--- src/hdl/lcd_regs.svh ---
// constants of the character display instruction decoder
`ifndef LCD_DEC_REGS_SVH
`define LCD_DEC_REGS_SVH
`define CLK_PERIOD_NS  10
`define OSC_REF_KHZ    270
`define T_CLEAR_NS     1530000
`define T_SHORT_NS     39000
`define T_DATA_NS      43000
`define SPACE_CODE     8'h20
`define ADDR_HOME      7'h00
`define L1_END         7'h27
`define L2_START       7'h40
`define L2_END         7'h67
`define ONE_LINE_END   7'h4F
`define OFS_MAX        6'h27
`define DD_WORDS       128
`define CG_WORDS       64
`define CLR_LAST       7'h7F
`define FIFO_W         10
`define FIFO_D         8
`define OP_CLEAR       8'h01
`endif

--- src/hdl/lcd_pkg.sv ---
// types shared by the character display instruction decoder
package lcd_pkg;
  typedef enum logic [1:0] {K_INS, K_WR, K_RD} xfer_kind_t;
  typedef enum logic {ST_IDLE, ST_EXEC} exec_state_t;
endpackage : lcd_pkg

--- src/hdl/char_lcd_instruction_decoder.sv ---
// instruction decoder, transfer fifo and display/glyph rams of a character display
//
// How it works
// - host transfers are latched as instruction or data, executed later internally.
// - each ram data access steps the address pointer by one per entry direction.
// - a status read shows busy high on line 7 during execution.
// - clear fills display ram with 20H, address 00H, within 1.53ms.
// - home loads address 00H, undoes display shift, keeps display ram.
// - entry instruction stores direction and follow bits, 39us.
// - on/off instruction stores display, cursor and blink bits in order.
// - shift instruction moves cursor or display, ram untouched, 39us.
// - function instruction stores bus width, line count and font, 39us.
// - glyph address instruction loads pointer, selects glyph ram, 39us.
// - display address instruction loads pointer, selects display ram, 39us.
// - status read returns busy and 7-bit pointer, answered even when busy.
// - data write stores the byte into the last addressed ram, 43us.
// - data read returns a byte from the last addressed ram, 43us.
// - bus width bit high means 8-bit transfers, low 4-bit.
// - in 4-bit mode each byte is two nibbles on the upper lines.
// - two-line mode display addresses run 00H-27H and 40H-67H.
// - direction high moves the cursor right, pointer plus one.

module xfer_fifo #(
  parameter int W = 8,
  parameter int D = 8
) (
  input  wire logic         ref_clk_i,
  input  wire logic         rst_i,
  input  wire logic [W-1:0] in_data_i,
  input  wire logic         in_valid_i,
  output logic              in_ready_o,
  output logic [W-1:0]      out_data_o,
  output logic              out_valid_o,
  input  wire logic         out_ready_i
);
  localparam int AW = $clog2(D);
  logic [W-1:0] mem_q [D];
  logic [AW:0]  wp_q;
  logic [AW:0]  rp_q;
  wire          full  = (wp_q[AW] != rp_q[AW]) && (wp_q[AW-1:0] == rp_q[AW-1:0]);
  wire          empty = (wp_q == rp_q);
  wire          push  = in_valid_i && !full;
  wire          pop   = out_ready_i && !empty;
  assign in_ready_o  = !full;
  assign out_valid_o = !empty;
  assign out_data_o  = mem_q[rp_q[AW-1:0]];
  always_ff @(posedge ref_clk_i) begin
    if (push) mem_q[wp_q[AW-1:0]] <= in_data_i;
  end
  always_ff @(posedge ref_clk_i) begin
    if (rst_i) begin
      wp_q <= '0;
      rp_q <= '0;
    end else begin
      if (push) wp_q <= wp_q + 1'b1;
      if (pop) rp_q <= rp_q + 1'b1;
    end
  end
endmodule : xfer_fifo

`include "lcd_regs.svh"

module char_lcd_instruction_decoder
  import lcd_pkg::*;
#(
  parameter int OSC_KHZ   = `OSC_REF_KHZ,
  parameter int CLEAR_CYC = `T_CLEAR_NS * `OSC_REF_KHZ / (OSC_KHZ * `CLK_PERIOD_NS),
  parameter int DATA_CYC  = `T_DATA_NS * `OSC_REF_KHZ / (OSC_KHZ * `CLK_PERIOD_NS)
) (
  input  wire logic       ref_clk_i,
  input  wire logic       rst_i,
  input  wire logic       reg_select_i,
  input  wire logic       rw_i,
  input  wire logic       enable_i,
  input  wire logic [7:0] parallel_bus_lines_i,
  output logic [7:0]      parallel_bus_lines_o,
  output logic [7:0]      parallel_bus_lines_oe_n_o,
  output logic            busy_indicator_o,
  output logic [6:0]      address_pointer_o,
  output logic            target_glyph_o,
  output logic            display_on_o,
  output logic            cursor_on_o,
  output logic            blink_on_o,
  output logic            entry_inc_o,
  output logic            display_follow_o,
  output logic            bus_width_o,
  output logic            two_line_o,
  output logic            font_tall_o,
  output logic [5:0]      display_offset_o
);
  localparam int SHORT_CYC = `T_SHORT_NS * `OSC_REF_KHZ / (OSC_KHZ * `CLK_PERIOD_NS);

  function automatic logic [6:0] step_addr(input logic [6:0] a, input logic up,
                                           input logic cg, input logic two);
    if (cg) return {1'b0, up ? 6'(a[5:0] + 6'h01) : 6'(a[5:0] - 6'h01)};
    if (two && up) return (a == `L1_END) ? `L2_START : (a == `L2_END) ? `ADDR_HOME : 7'(a + 7'h01);
    if (two) return (a == `ADDR_HOME) ? `L2_END : (a == `L2_START) ? `L1_END : 7'(a - 7'h01);
    if (up) return (a == `ONE_LINE_END) ? `ADDR_HOME : 7'(a + 7'h01);
    return (a == `ADDR_HOME) ? `ONE_LINE_END : 7'(a - 7'h01);
  endfunction : step_addr

  function automatic logic [5:0] step_ofs(input logic [5:0] o, input logic left);
    if (left) return (o == `OFS_MAX) ? 6'h00 : 6'(o + 6'h01);
    return (o == 6'h00) ? `OFS_MAX : 6'(o - 6'h01);
  endfunction : step_ofs

  logic [7:0]  dd_q [`DD_WORDS];
  logic [7:0]  cg_ram_q [`CG_WORDS];
  logic        e_q, nib_q, pend_q, busy_q, clr_q;
  logic [3:0]  hi_q;
  logic [9:0]  pend_w_q;
  logic [7:0]  rd_buf_q, rdv_q, bus_q;
  logic [7:0]  oe_n_q;
  logic [6:0]  ac_q, clr_idx_q;
  logic [5:0]  ofs_q;
  logic        cg_q, don_q, con_q, bon_q, inc_q, fol_q, dl_q, two_q, fnt_q;
  logic [17:0] cnt_q;
  exec_state_t st_q;
  logic        in_ready, h_valid;
  logic [9:0]  h_word;

  // host side: strobe edges, nibble pairing, latching
  wire        e_rise    = enable_i && !e_q;
  wire        e_fall    = e_q && !enable_i;
  wire        last_nib  = dl_q || nib_q;
  wire [7:0]  wr_byte   = dl_q ? parallel_bus_lines_i : {hi_q, parallel_bus_lines_i[7:4]};
  wire [7:0]  stat_byte = {busy_q, ac_q};
  wire [7:0]  rd_val    = reg_select_i ? rd_buf_q : stat_byte;
  wire        latch     = e_fall && last_nib && (!rw_i || reg_select_i);
  xfer_kind_t lk;
  assign lk = rw_i ? K_RD : (reg_select_i ? K_WR : K_INS);

  always_ff @(posedge ref_clk_i) begin
    if (rst_i) begin
      e_q    <= 1'b0;
      nib_q  <= 1'b0;
      hi_q   <= 4'h0;
      rdv_q  <= 8'h00;
      bus_q  <= 8'h00;
      oe_n_q <= 8'hFF;
    end else begin
      e_q    <= enable_i;
      oe_n_q <= {8{!(enable_i && rw_i)}};
      if (e_fall && !dl_q) nib_q <= !nib_q;
      if (e_fall && !dl_q && !nib_q) hi_q <= parallel_bus_lines_i[7:4];
      if (e_rise && rw_i && !(!dl_q && nib_q)) begin
        rdv_q <= rd_val;
        bus_q <= rd_val;
      end else if (e_rise && rw_i) begin
        bus_q <= {rdv_q[3:0], 4'h0};
      end
    end
  end

  // one word waits here while the fifo is full; a second latch then overwrites it
  always_ff @(posedge ref_clk_i) begin
    if (rst_i) begin
      pend_q   <= 1'b0;
      pend_w_q <= 10'h000;
    end else if (latch) begin
      pend_q   <= 1'b1;
      pend_w_q <= {lk, wr_byte};
    end else if (in_ready) begin
      pend_q   <= 1'b0;
    end
  end

  xfer_fifo #(.W(`FIFO_W), .D(`FIFO_D)) u_fifo (
    .ref_clk_i   (ref_clk_i),
    .rst_i       (rst_i),
    .in_data_i   (pend_w_q),
    .in_valid_i  (pend_q),
    .in_ready_o  (in_ready),
    .out_data_o  (h_word),
    .out_valid_o (h_valid),
    .out_ready_i (st_q == ST_IDLE)
  );

  // executor decode of the fifo head
  wire [7:0] hb     = h_word[7:0];
  wire       pop    = h_valid && (st_q == ST_IDLE);
  wire       p_ins  = pop && (h_word[9:8] == K_INS);
  wire       p_wr   = pop && (h_word[9:8] == K_WR);
  wire       p_rd   = pop && (h_word[9:8] == K_RD);
  wire       i_clr  = p_ins && (hb == `OP_CLEAR);
  wire       i_home = p_ins && (hb[7:1] == 7'h01);
  wire       i_ent  = p_ins && (hb[7:2] == 6'h01);
  wire       i_onf  = p_ins && (hb[7:3] == 5'h01);
  wire       i_sh   = p_ins && (hb[7:4] == 4'h1);
  wire       i_fn   = p_ins && (hb[7:5] == 3'h1);
  wire       i_cg   = p_ins && (hb[7:6] == 2'h1);
  wire       i_dd   = p_ins && hb[7];
  wire       slow   = i_clr || i_home;
  wire       data_x = p_wr || p_rd;
  wire [6:0] ac_nx  = step_addr(ac_q, inc_q, cg_q, two_q);
  wire       dd_we  = clr_q || (p_wr && !cg_q);
  wire [6:0] dd_wa  = clr_q ? clr_idx_q : ac_q;
  wire [7:0] dd_wd  = clr_q ? `SPACE_CODE : hb;
  wire       done   = (st_q == ST_EXEC) && (cnt_q == 18'd1);
  wire       run_nx = pop || ((st_q == ST_EXEC) && !done);

  always_ff @(posedge ref_clk_i) begin
    if (dd_we) dd_q[dd_wa] <= dd_wd;
    if (p_wr && cg_q) cg_ram_q[ac_q[5:0]] <= hb;
  end

  always_ff @(posedge ref_clk_i) begin
    if (rst_i) begin
      st_q  <= ST_IDLE;
      cnt_q <= 18'd0;
    end else begin
      unique case (st_q)
        ST_IDLE: if (pop) begin
          st_q  <= ST_EXEC;
          cnt_q <= slow ? 18'(CLEAR_CYC) : data_x ? 18'(DATA_CYC) : 18'(SHORT_CYC);
        end
        ST_EXEC: begin
          cnt_q <= cnt_q - 18'd1;
          if (done) st_q <= ST_IDLE;
        end
      endcase
    end
  end

  // busy covers the pending word, queued words and the running instruction
  always_ff @(posedge ref_clk_i) begin
    if (rst_i) busy_q <= 1'b0;
    else busy_q <= latch || pend_q || h_valid || run_nx;
  end

  // clear sweeps every display ram word while its time runs
  always_ff @(posedge ref_clk_i) begin
    if (rst_i) begin
      clr_q     <= 1'b0;
      clr_idx_q <= 7'h00;
    end else if (i_clr) begin
      clr_q     <= 1'b1;
      clr_idx_q <= 7'h00;
    end else if (clr_q) begin
      clr_q     <= (clr_idx_q != `CLR_LAST);
      clr_idx_q <= clr_idx_q + 7'h01;
    end
  end

  always_ff @(posedge ref_clk_i) begin
    if (rst_i) begin
      ac_q <= `ADDR_HOME;
      cg_q <= 1'b0;
      ofs_q <= 6'h00;
      rd_buf_q <= 8'h00;
      {don_q, con_q, bon_q} <= 3'b000;
      {inc_q, fol_q} <= 2'b10;
      {dl_q, two_q, fnt_q} <= 3'b100;
    end else begin
      if (i_clr) begin
        ac_q  <= `ADDR_HOME;
        cg_q  <= 1'b0;
        ofs_q <= 6'h00;
        inc_q <= 1'b1;
      end
      if (i_home) begin
        ac_q  <= `ADDR_HOME;
        cg_q  <= 1'b0;
        ofs_q <= 6'h00;
      end
      if (i_ent) {inc_q, fol_q} <= hb[1:0];
      if (i_onf) {don_q, con_q, bon_q} <= hb[2:0];
      if (i_sh && !hb[3]) ac_q <= step_addr(ac_q, hb[2], cg_q, two_q);
      if (i_sh && hb[3]) ofs_q <= step_ofs(ofs_q, !hb[2]);
      if (i_fn) {dl_q, two_q, fnt_q} <= hb[4:2];
      if (i_cg) begin
        ac_q <= {1'b0, hb[5:0]};
        cg_q <= 1'b1;
      end
      if (i_dd) begin
        ac_q <= hb[6:0];
        cg_q <= 1'b0;
      end
      if (data_x) ac_q <= ac_nx;
      if (p_rd) rd_buf_q <= cg_q ? cg_ram_q[ac_q[5:0]] : dd_q[ac_q];
      if (p_wr && fol_q && !cg_q) ofs_q <= step_ofs(ofs_q, inc_q);
    end
  end

  assign parallel_bus_lines_o      = bus_q;
  assign parallel_bus_lines_oe_n_o = oe_n_q;
  assign busy_indicator_o          = busy_q;
  assign address_pointer_o         = ac_q;
  assign target_glyph_o            = cg_q;
  assign display_on_o              = don_q;
  assign cursor_on_o               = con_q;
  assign blink_on_o                = bon_q;
  assign entry_inc_o               = inc_q;
  assign display_follow_o          = fol_q;
  assign bus_width_o               = dl_q;
  assign two_line_o                = two_q;
  assign font_tall_o               = fnt_q;
  assign display_offset_o          = ofs_q;
endmodule : char_lcd_instruction_decoder

--- config.mk ---
export PLATFORM = sky130hd
export DESIGN_NAME = char_lcd_instruction_decoder
export DESIGN_NICKNAME = d
export VERILOG_FILES = /design/src/hdl/lcd_pkg.sv /design/src/hdl/char_lcd_instruction_decoder.sv
export VERILOG_INCLUDE_DIRS = /design/src /design/src/hdl
export SDC_FILE = /design/constraint.sdc
export NUM_CORES = 2
export LEC_CHECK = 0
export BUFFER_PORTS_ARGS = -buffer_cell sky130_fd_sc_hd__buf_4
export CORE_MARGIN = 5
export CORE_UTILIZATION = 55
export CTS_BUF_LIST = sky130_fd_sc_hd__clkbuf_2
export DETAILED_ROUTE_END_ITERATION = 12
export PLACE_DENSITY = 0.69
export RECOVER_POWER = 25
export SKIP_CTS_REPAIR_TIMING = 1
export SLEW_MARGIN = 20
export SYNTH_ARGS = -nofsm -noshare
export SYNTH_HDL_FRONTEND = slang
export SYNTH_SLANG_ARGS = --single-unit
export TNS_END_PERCENT = 5
--- constraint.sdc ---
create_clock -name ref_clk_i -period 7.5 [get_ports ref_clk_i]
set_input_delay 1.5 -clock ref_clk_i [delete_from_list [all_inputs] [get_ports ref_clk_i]]
set_output_delay 1.5 -clock ref_clk_i [all_outputs]
set_load 0.005 [all_outputs]
==> metrics.json <==
{
  "timing.clock.skew_ns": 0.190,
  "cts_sinks": 1722,
  "worst_r2r_path_depth": 4,
  "outcome": "finished, violations left",
  "ys_async_sr_fraction": 0,
  "worst_hold_path.endpoint": "hi_q[2]$_SDFFE_PP0P_",
  "initial_core_util": 0.554,
  "grt_antenna_before_repair": 5,
  "power.static_leakage_uw": 0.0231,
  "worstPathRequired_ns": 8.80,
  "share_of_the_synthesized_area_in_the_top_cell_type": 0.706,
  "syn_area_per_cell_sq_um": 18.3,
  "gr-total-overflow": 0,
  "worst-path-max-fanout": 51,
  "number_of_stages_on_the_worst_setup_path": 4,
  "critical_path.max_stage_delay_ns": 2.35,
  "grt_max_degree": 129,
  "power.ir.vdd_worst_mv": 0.211,
  "critical_path.n_buffers_inverters": 1,
  "numPortBuffers": 51,
  "grt_pass1_wl_microns": 260000,
  "die_area_sq_um": 132000,
  "ff2ff_setup_slack_ns": 1.68,
  "final_setup_vio_count": 0,
  "timing.final.ws_setup_ns": 1.68,
  "ys.flop_type": "sky130_fd_sc_hd__edfxtp_1",
  "vias_per_cell": 6.40,
  "netlist_area_sq_um": 68700,
  "cts-buffers-inserted": 414,
  "synthMostInstantiatedCell": "sky130_fd_sc_hd__edfxtp_1",
  "tns_ns": 0,
  "rsz0062_at_grt": "no",
  "slew_viol_final": 405,
  "setup_slack_after_placement_ns": 2.73,
  "first_global_vias": 38593,
  "insertion_delay_ns": 1.76,
  "ys_seq_elements": 1722,
  "critical_path_class": "flop to flop",
  "power_per_cell_area_nw_per_um2": 291,
  "post_syn_instances": 3766,
  "drc_errors": 0,
  "dp_cells": 5314,
  "floorplan.io_pins": 52,
  "yosys_warnings": 0,
  "mappedNetlistNets": 3789,
  "ctsHtreeMaxLevel": 5,
  "final.period_utilization": 0.776,
  "post_synthesis_sequential_area_ratio": 0.737,
  "cts.path.max_buffers": 4,
  "antenna_left": 0,
  "cap_viol_max_count": 9,
  "synth-edff-count": 1616,
  "finalCoreUtilization": 0.601,
  "critPathSlowestCell": "sky130_fd_sc_hd__nor2b_1",
  "clock_tree_from_tritoncts": "done",
  "worst_margin_pin_slew_ns": 3.37,
  "drive_above_1_share": 0.259,
  "die_height_microns": 364,
  "track_usage": 0.272,
  "clock.fmax_ghz": 0.172,
  "critical_path.cell_chain": "mux4_2, mux2_1, nor2b_1, buf_4",
  "final_net_count": 4119,
  "final_non_filler_cells": 6011,
  "synthTopCellsByArea": "sky130_fd_sc_hd__edfxtp_1 71%, sky130_fd_sc_hd__mux4_2 11%, sky130_fd_sc_hd__mux2i_1 3.3%, sky130_fd_sc_hd__dfxtp_1 3.1%, sky130_fd_sc_hd__nor2_1 1.7%",
  "area_growth_syn_to_layout_pct": 8.37,
  "worstHoldPathCells": 3,
  "cp_data_arrival_time_ns": 7.12,
  "path_delay_family": "simple AND/OR/NAND/NOR gates",
  "finalHoldViolCount": 0,
  "routed-via-count": 38460,
  "std_cell_rows": 129,
  "detail_route.wirelength_microns": 178000,
  "sort_of_element_at_the_end_of_the_critical_path": "flop",
  "drt_iter0_drc": 4735,
  "slew_headroom": -1.24,
  "finish.instance_area_sq_um": 74500,
  "holdCritStartpoint": "parallel_bus_lines_i[6]",
  "r2r_end": "dd_q[59][6]$_DFFE_PP_",
  "die_x_microns": 364,
  "violations": "capacitance limit, slew limit",
  "detailedPlacementHpwl_microns": 107000,
  "timing.critical_path.from_type": "flop",
  "library_cell_occupying_the_most_area_in_the_post_synthesis_netlist": "sky130_fd_sc_hd__edfxtp_1",
  "detail_route.first_pass.iterations": 5,
  "globalplace.congestion": 0.880,
  "netlist_top_cells_count": "1,616 x sky130_fd_sc_hd__edfxtp_1, 336 x sky130_fd_sc_hd__mux4_2, 314 x sky130_fd_sc_hd__nor2_1",
  "n_fill_cell": 9276,
  "min-delay-path-class": "primary input to flop",
  "cts_root_buf": "sky130_fd_sc_hd__clkbuf_2",
  "core_region_area_sq_um": 124000,
  "synth_cell_types": 85,
  "cts.reportedPaths.clkPinSlew_ns": 0.09,
  "detailed_place.area_sq_um": 71000,
  "detail_route.wl_per_cell_microns": 29.7,
  "final_period_minus_worst_setup_slack_ns": 5.82
}
## layout by cell type (no fill, tap or decap), types with 11 or more instances in the layout
| cell | Yosys | layout |
|---|---|---|
| sky130_fd_sc_hd__edfxtp_1 | 1616 | 1616 |
| sky130_fd_sc_hd__clkbuf_2 | 0 | 587 |
| sky130_fd_sc_hd__mux4_2 | 336 | 336 |
| sky130_fd_sc_hd__nor2_1 | 314 | 310 |
| sky130_fd_sc_hd__mux2i_1 | 227 | 227 |
| sky130_fd_sc_hd__nand2_1 | 170 | 165 |
| sky130_fd_sc_hd__buf_4 | 13 | 105 |
| sky130_fd_sc_hd__dfxtp_1 | 106 | 101 |
| sky130_fd_sc_hd__a21oi_1 | 97 | 97 |
| sky130_fd_sc_hd__clkinv_1 | 0 | 87 |
| sky130_fd_sc_hd__a22oi_1 | 87 | 87 |
| sky130_fd_sc_hd__nand3_1 | 56 | 56 |
| sky130_fd_sc_hd__o21ai_0 | 46 | 46 |
| sky130_fd_sc_hd__nor3_1 | 36 | 35 |
| sky130_fd_sc_hd__nand2b_1 | 31 | 30 |
| sky130_fd_sc_hd__o22ai_1 | 30 | 30 |
| sky130_fd_sc_hd__a22o_1 | 24 | 24 |
| sky130_fd_sc_hd__a221oi_1 | 22 | 22 |
| sky130_fd_sc_hd__inv_1 | 23 | 21 |
| sky130_fd_sc_hd__a211oi_1 | 21 | 21 |
| sky130_fd_sc_hd__a31oi_1 | 18 | 18 |
| sky130_fd_sc_hd__mux2_2 | 19 | 17 |
| sky130_fd_sc_hd__clkbuf_1 | 104 | 17 |
| sky130_fd_sc_hd__nand4_1 | 14 | 14 |
| sky130_fd_sc_hd__nor2b_1 | 19 | 13 |
| sky130_fd_sc_hd__xnor2_1 | 13 | 13 |
| sky130_fd_sc_hd__nand3b_1 | 13 | 13 |
| sky130_fd_sc_hd__clkinv_2 | 0 | 12 |
| sky130_fd_sc_hd__and3_1 | 12 | 12 |
| sky130_fd_sc_hd__xor2_1 | 12 | 12 |
| sky130_fd_sc_hd__or3_1 | 11 | 11 |
## registers in the layout, indices dropped and copies added, names as in the netlist, 4 cells and up, named ones only
name and count:
parallel_bus_lines_o 8, rd_buf_q 8, u_fifo.wp_q 4, u_fifo.rp_q 4, u_fifo.mem_q 80, address_pointer_o 7
clr_idx_q 7, display_offset_o 6, rdv_q 4, hi_q 4, pend_w_q 10, cnt_q 18
cg_ram_q 512, dd_q 1024
## kinds of logic after synthesis
kind of cell	share of synthesized area
flops	0.737
simple gates	0.0494
mux	0.149
compound gates	0.0446
buf+inv	0.0154
xor+xnor	0.00319
fa+ha+maj	0.00182
## metrics by stage
step | hold WS [ns] | power [uW]
final | 0.133 | 21700
after global placement | 0.447 | 16000
after detailed placement | 0.465 | 16000
after floorplan | 0.419 | 14300
after global routing | 0.0145 | 22600
after CTS | -0.241 | 21700
## worst register-to-register path, cell delays in order (launching register included)
cell and delay [ns]:
sky130_fd_sc_hd__dfxtp_1 1.47, sky130_fd_sc_hd__mux4_2 0.47, sky130_fd_sc_hd__mux2_1 0.25, sky130_fd_sc_hd__nor2b_1 2.35
sky130_fd_sc_hd__buf_4 0.89
## per-layer routing
layer | global-route usage | routed length (microns) | vias up
met5 | 0.00178 | 31 | -
met4 | 0.0986 | 6120 | 4
met3 | 0.0666 | 19800 | 345
met2 | 0.417 | 83100 | 2522
met1 | 0.386 | 69400 | 19461
li1 | - | - | 16128
## how the worst max path moves through the flow
stage,from,endpoint,slack [ns]
3_3_place_gp,flop,dd_q[81][3]$_DFFE_PP_,2.86
4_1_cts,flop,dd_q[56][7]$_DFFE_PP_,2.73
5_1_grt,flop,dd_q[58][6]$_DFFE_PP_,1.30
3_5_place_dp,flop,dd_q[32][6]$_DFFE_PP_,2.73
6_report,flop,dd_q[59][6]$_DFFE_PP_,1.68
2_1_floorplan,flop,dd_q[0][6]$_DFFE_PP_,1.72
## power breakdown
| part | switching, uW | leakage, uW | internal (uW) | total (uW) |
|---|---|---|---|---|
| registers | 210 | 0.0154 | 11000 | 11200 |
| logic | 2940 | 0.00495 | 1650 | 4590 |
| clock network | 3570 | 0.00271 | 2280 | 5850 |
| total | 6720 | 0.0231 | 15000 | 21700 |
## cell type report
cell class,count,area [sq um],share of cell area
flip-flops and latches,1722,50700,0.680
multi-input cells,1802,17100,0.230
clock buffers,587,2940,0.0394
well taps,1637,2050,0.0275
repair buffers,133,1040,0.0140
clock inverters,105,566,0.00759
inverters,23,87.6,0.00118
diodes,2,5.00,0.0000672
No activity file was read; power rests on OpenSTA's default activity.
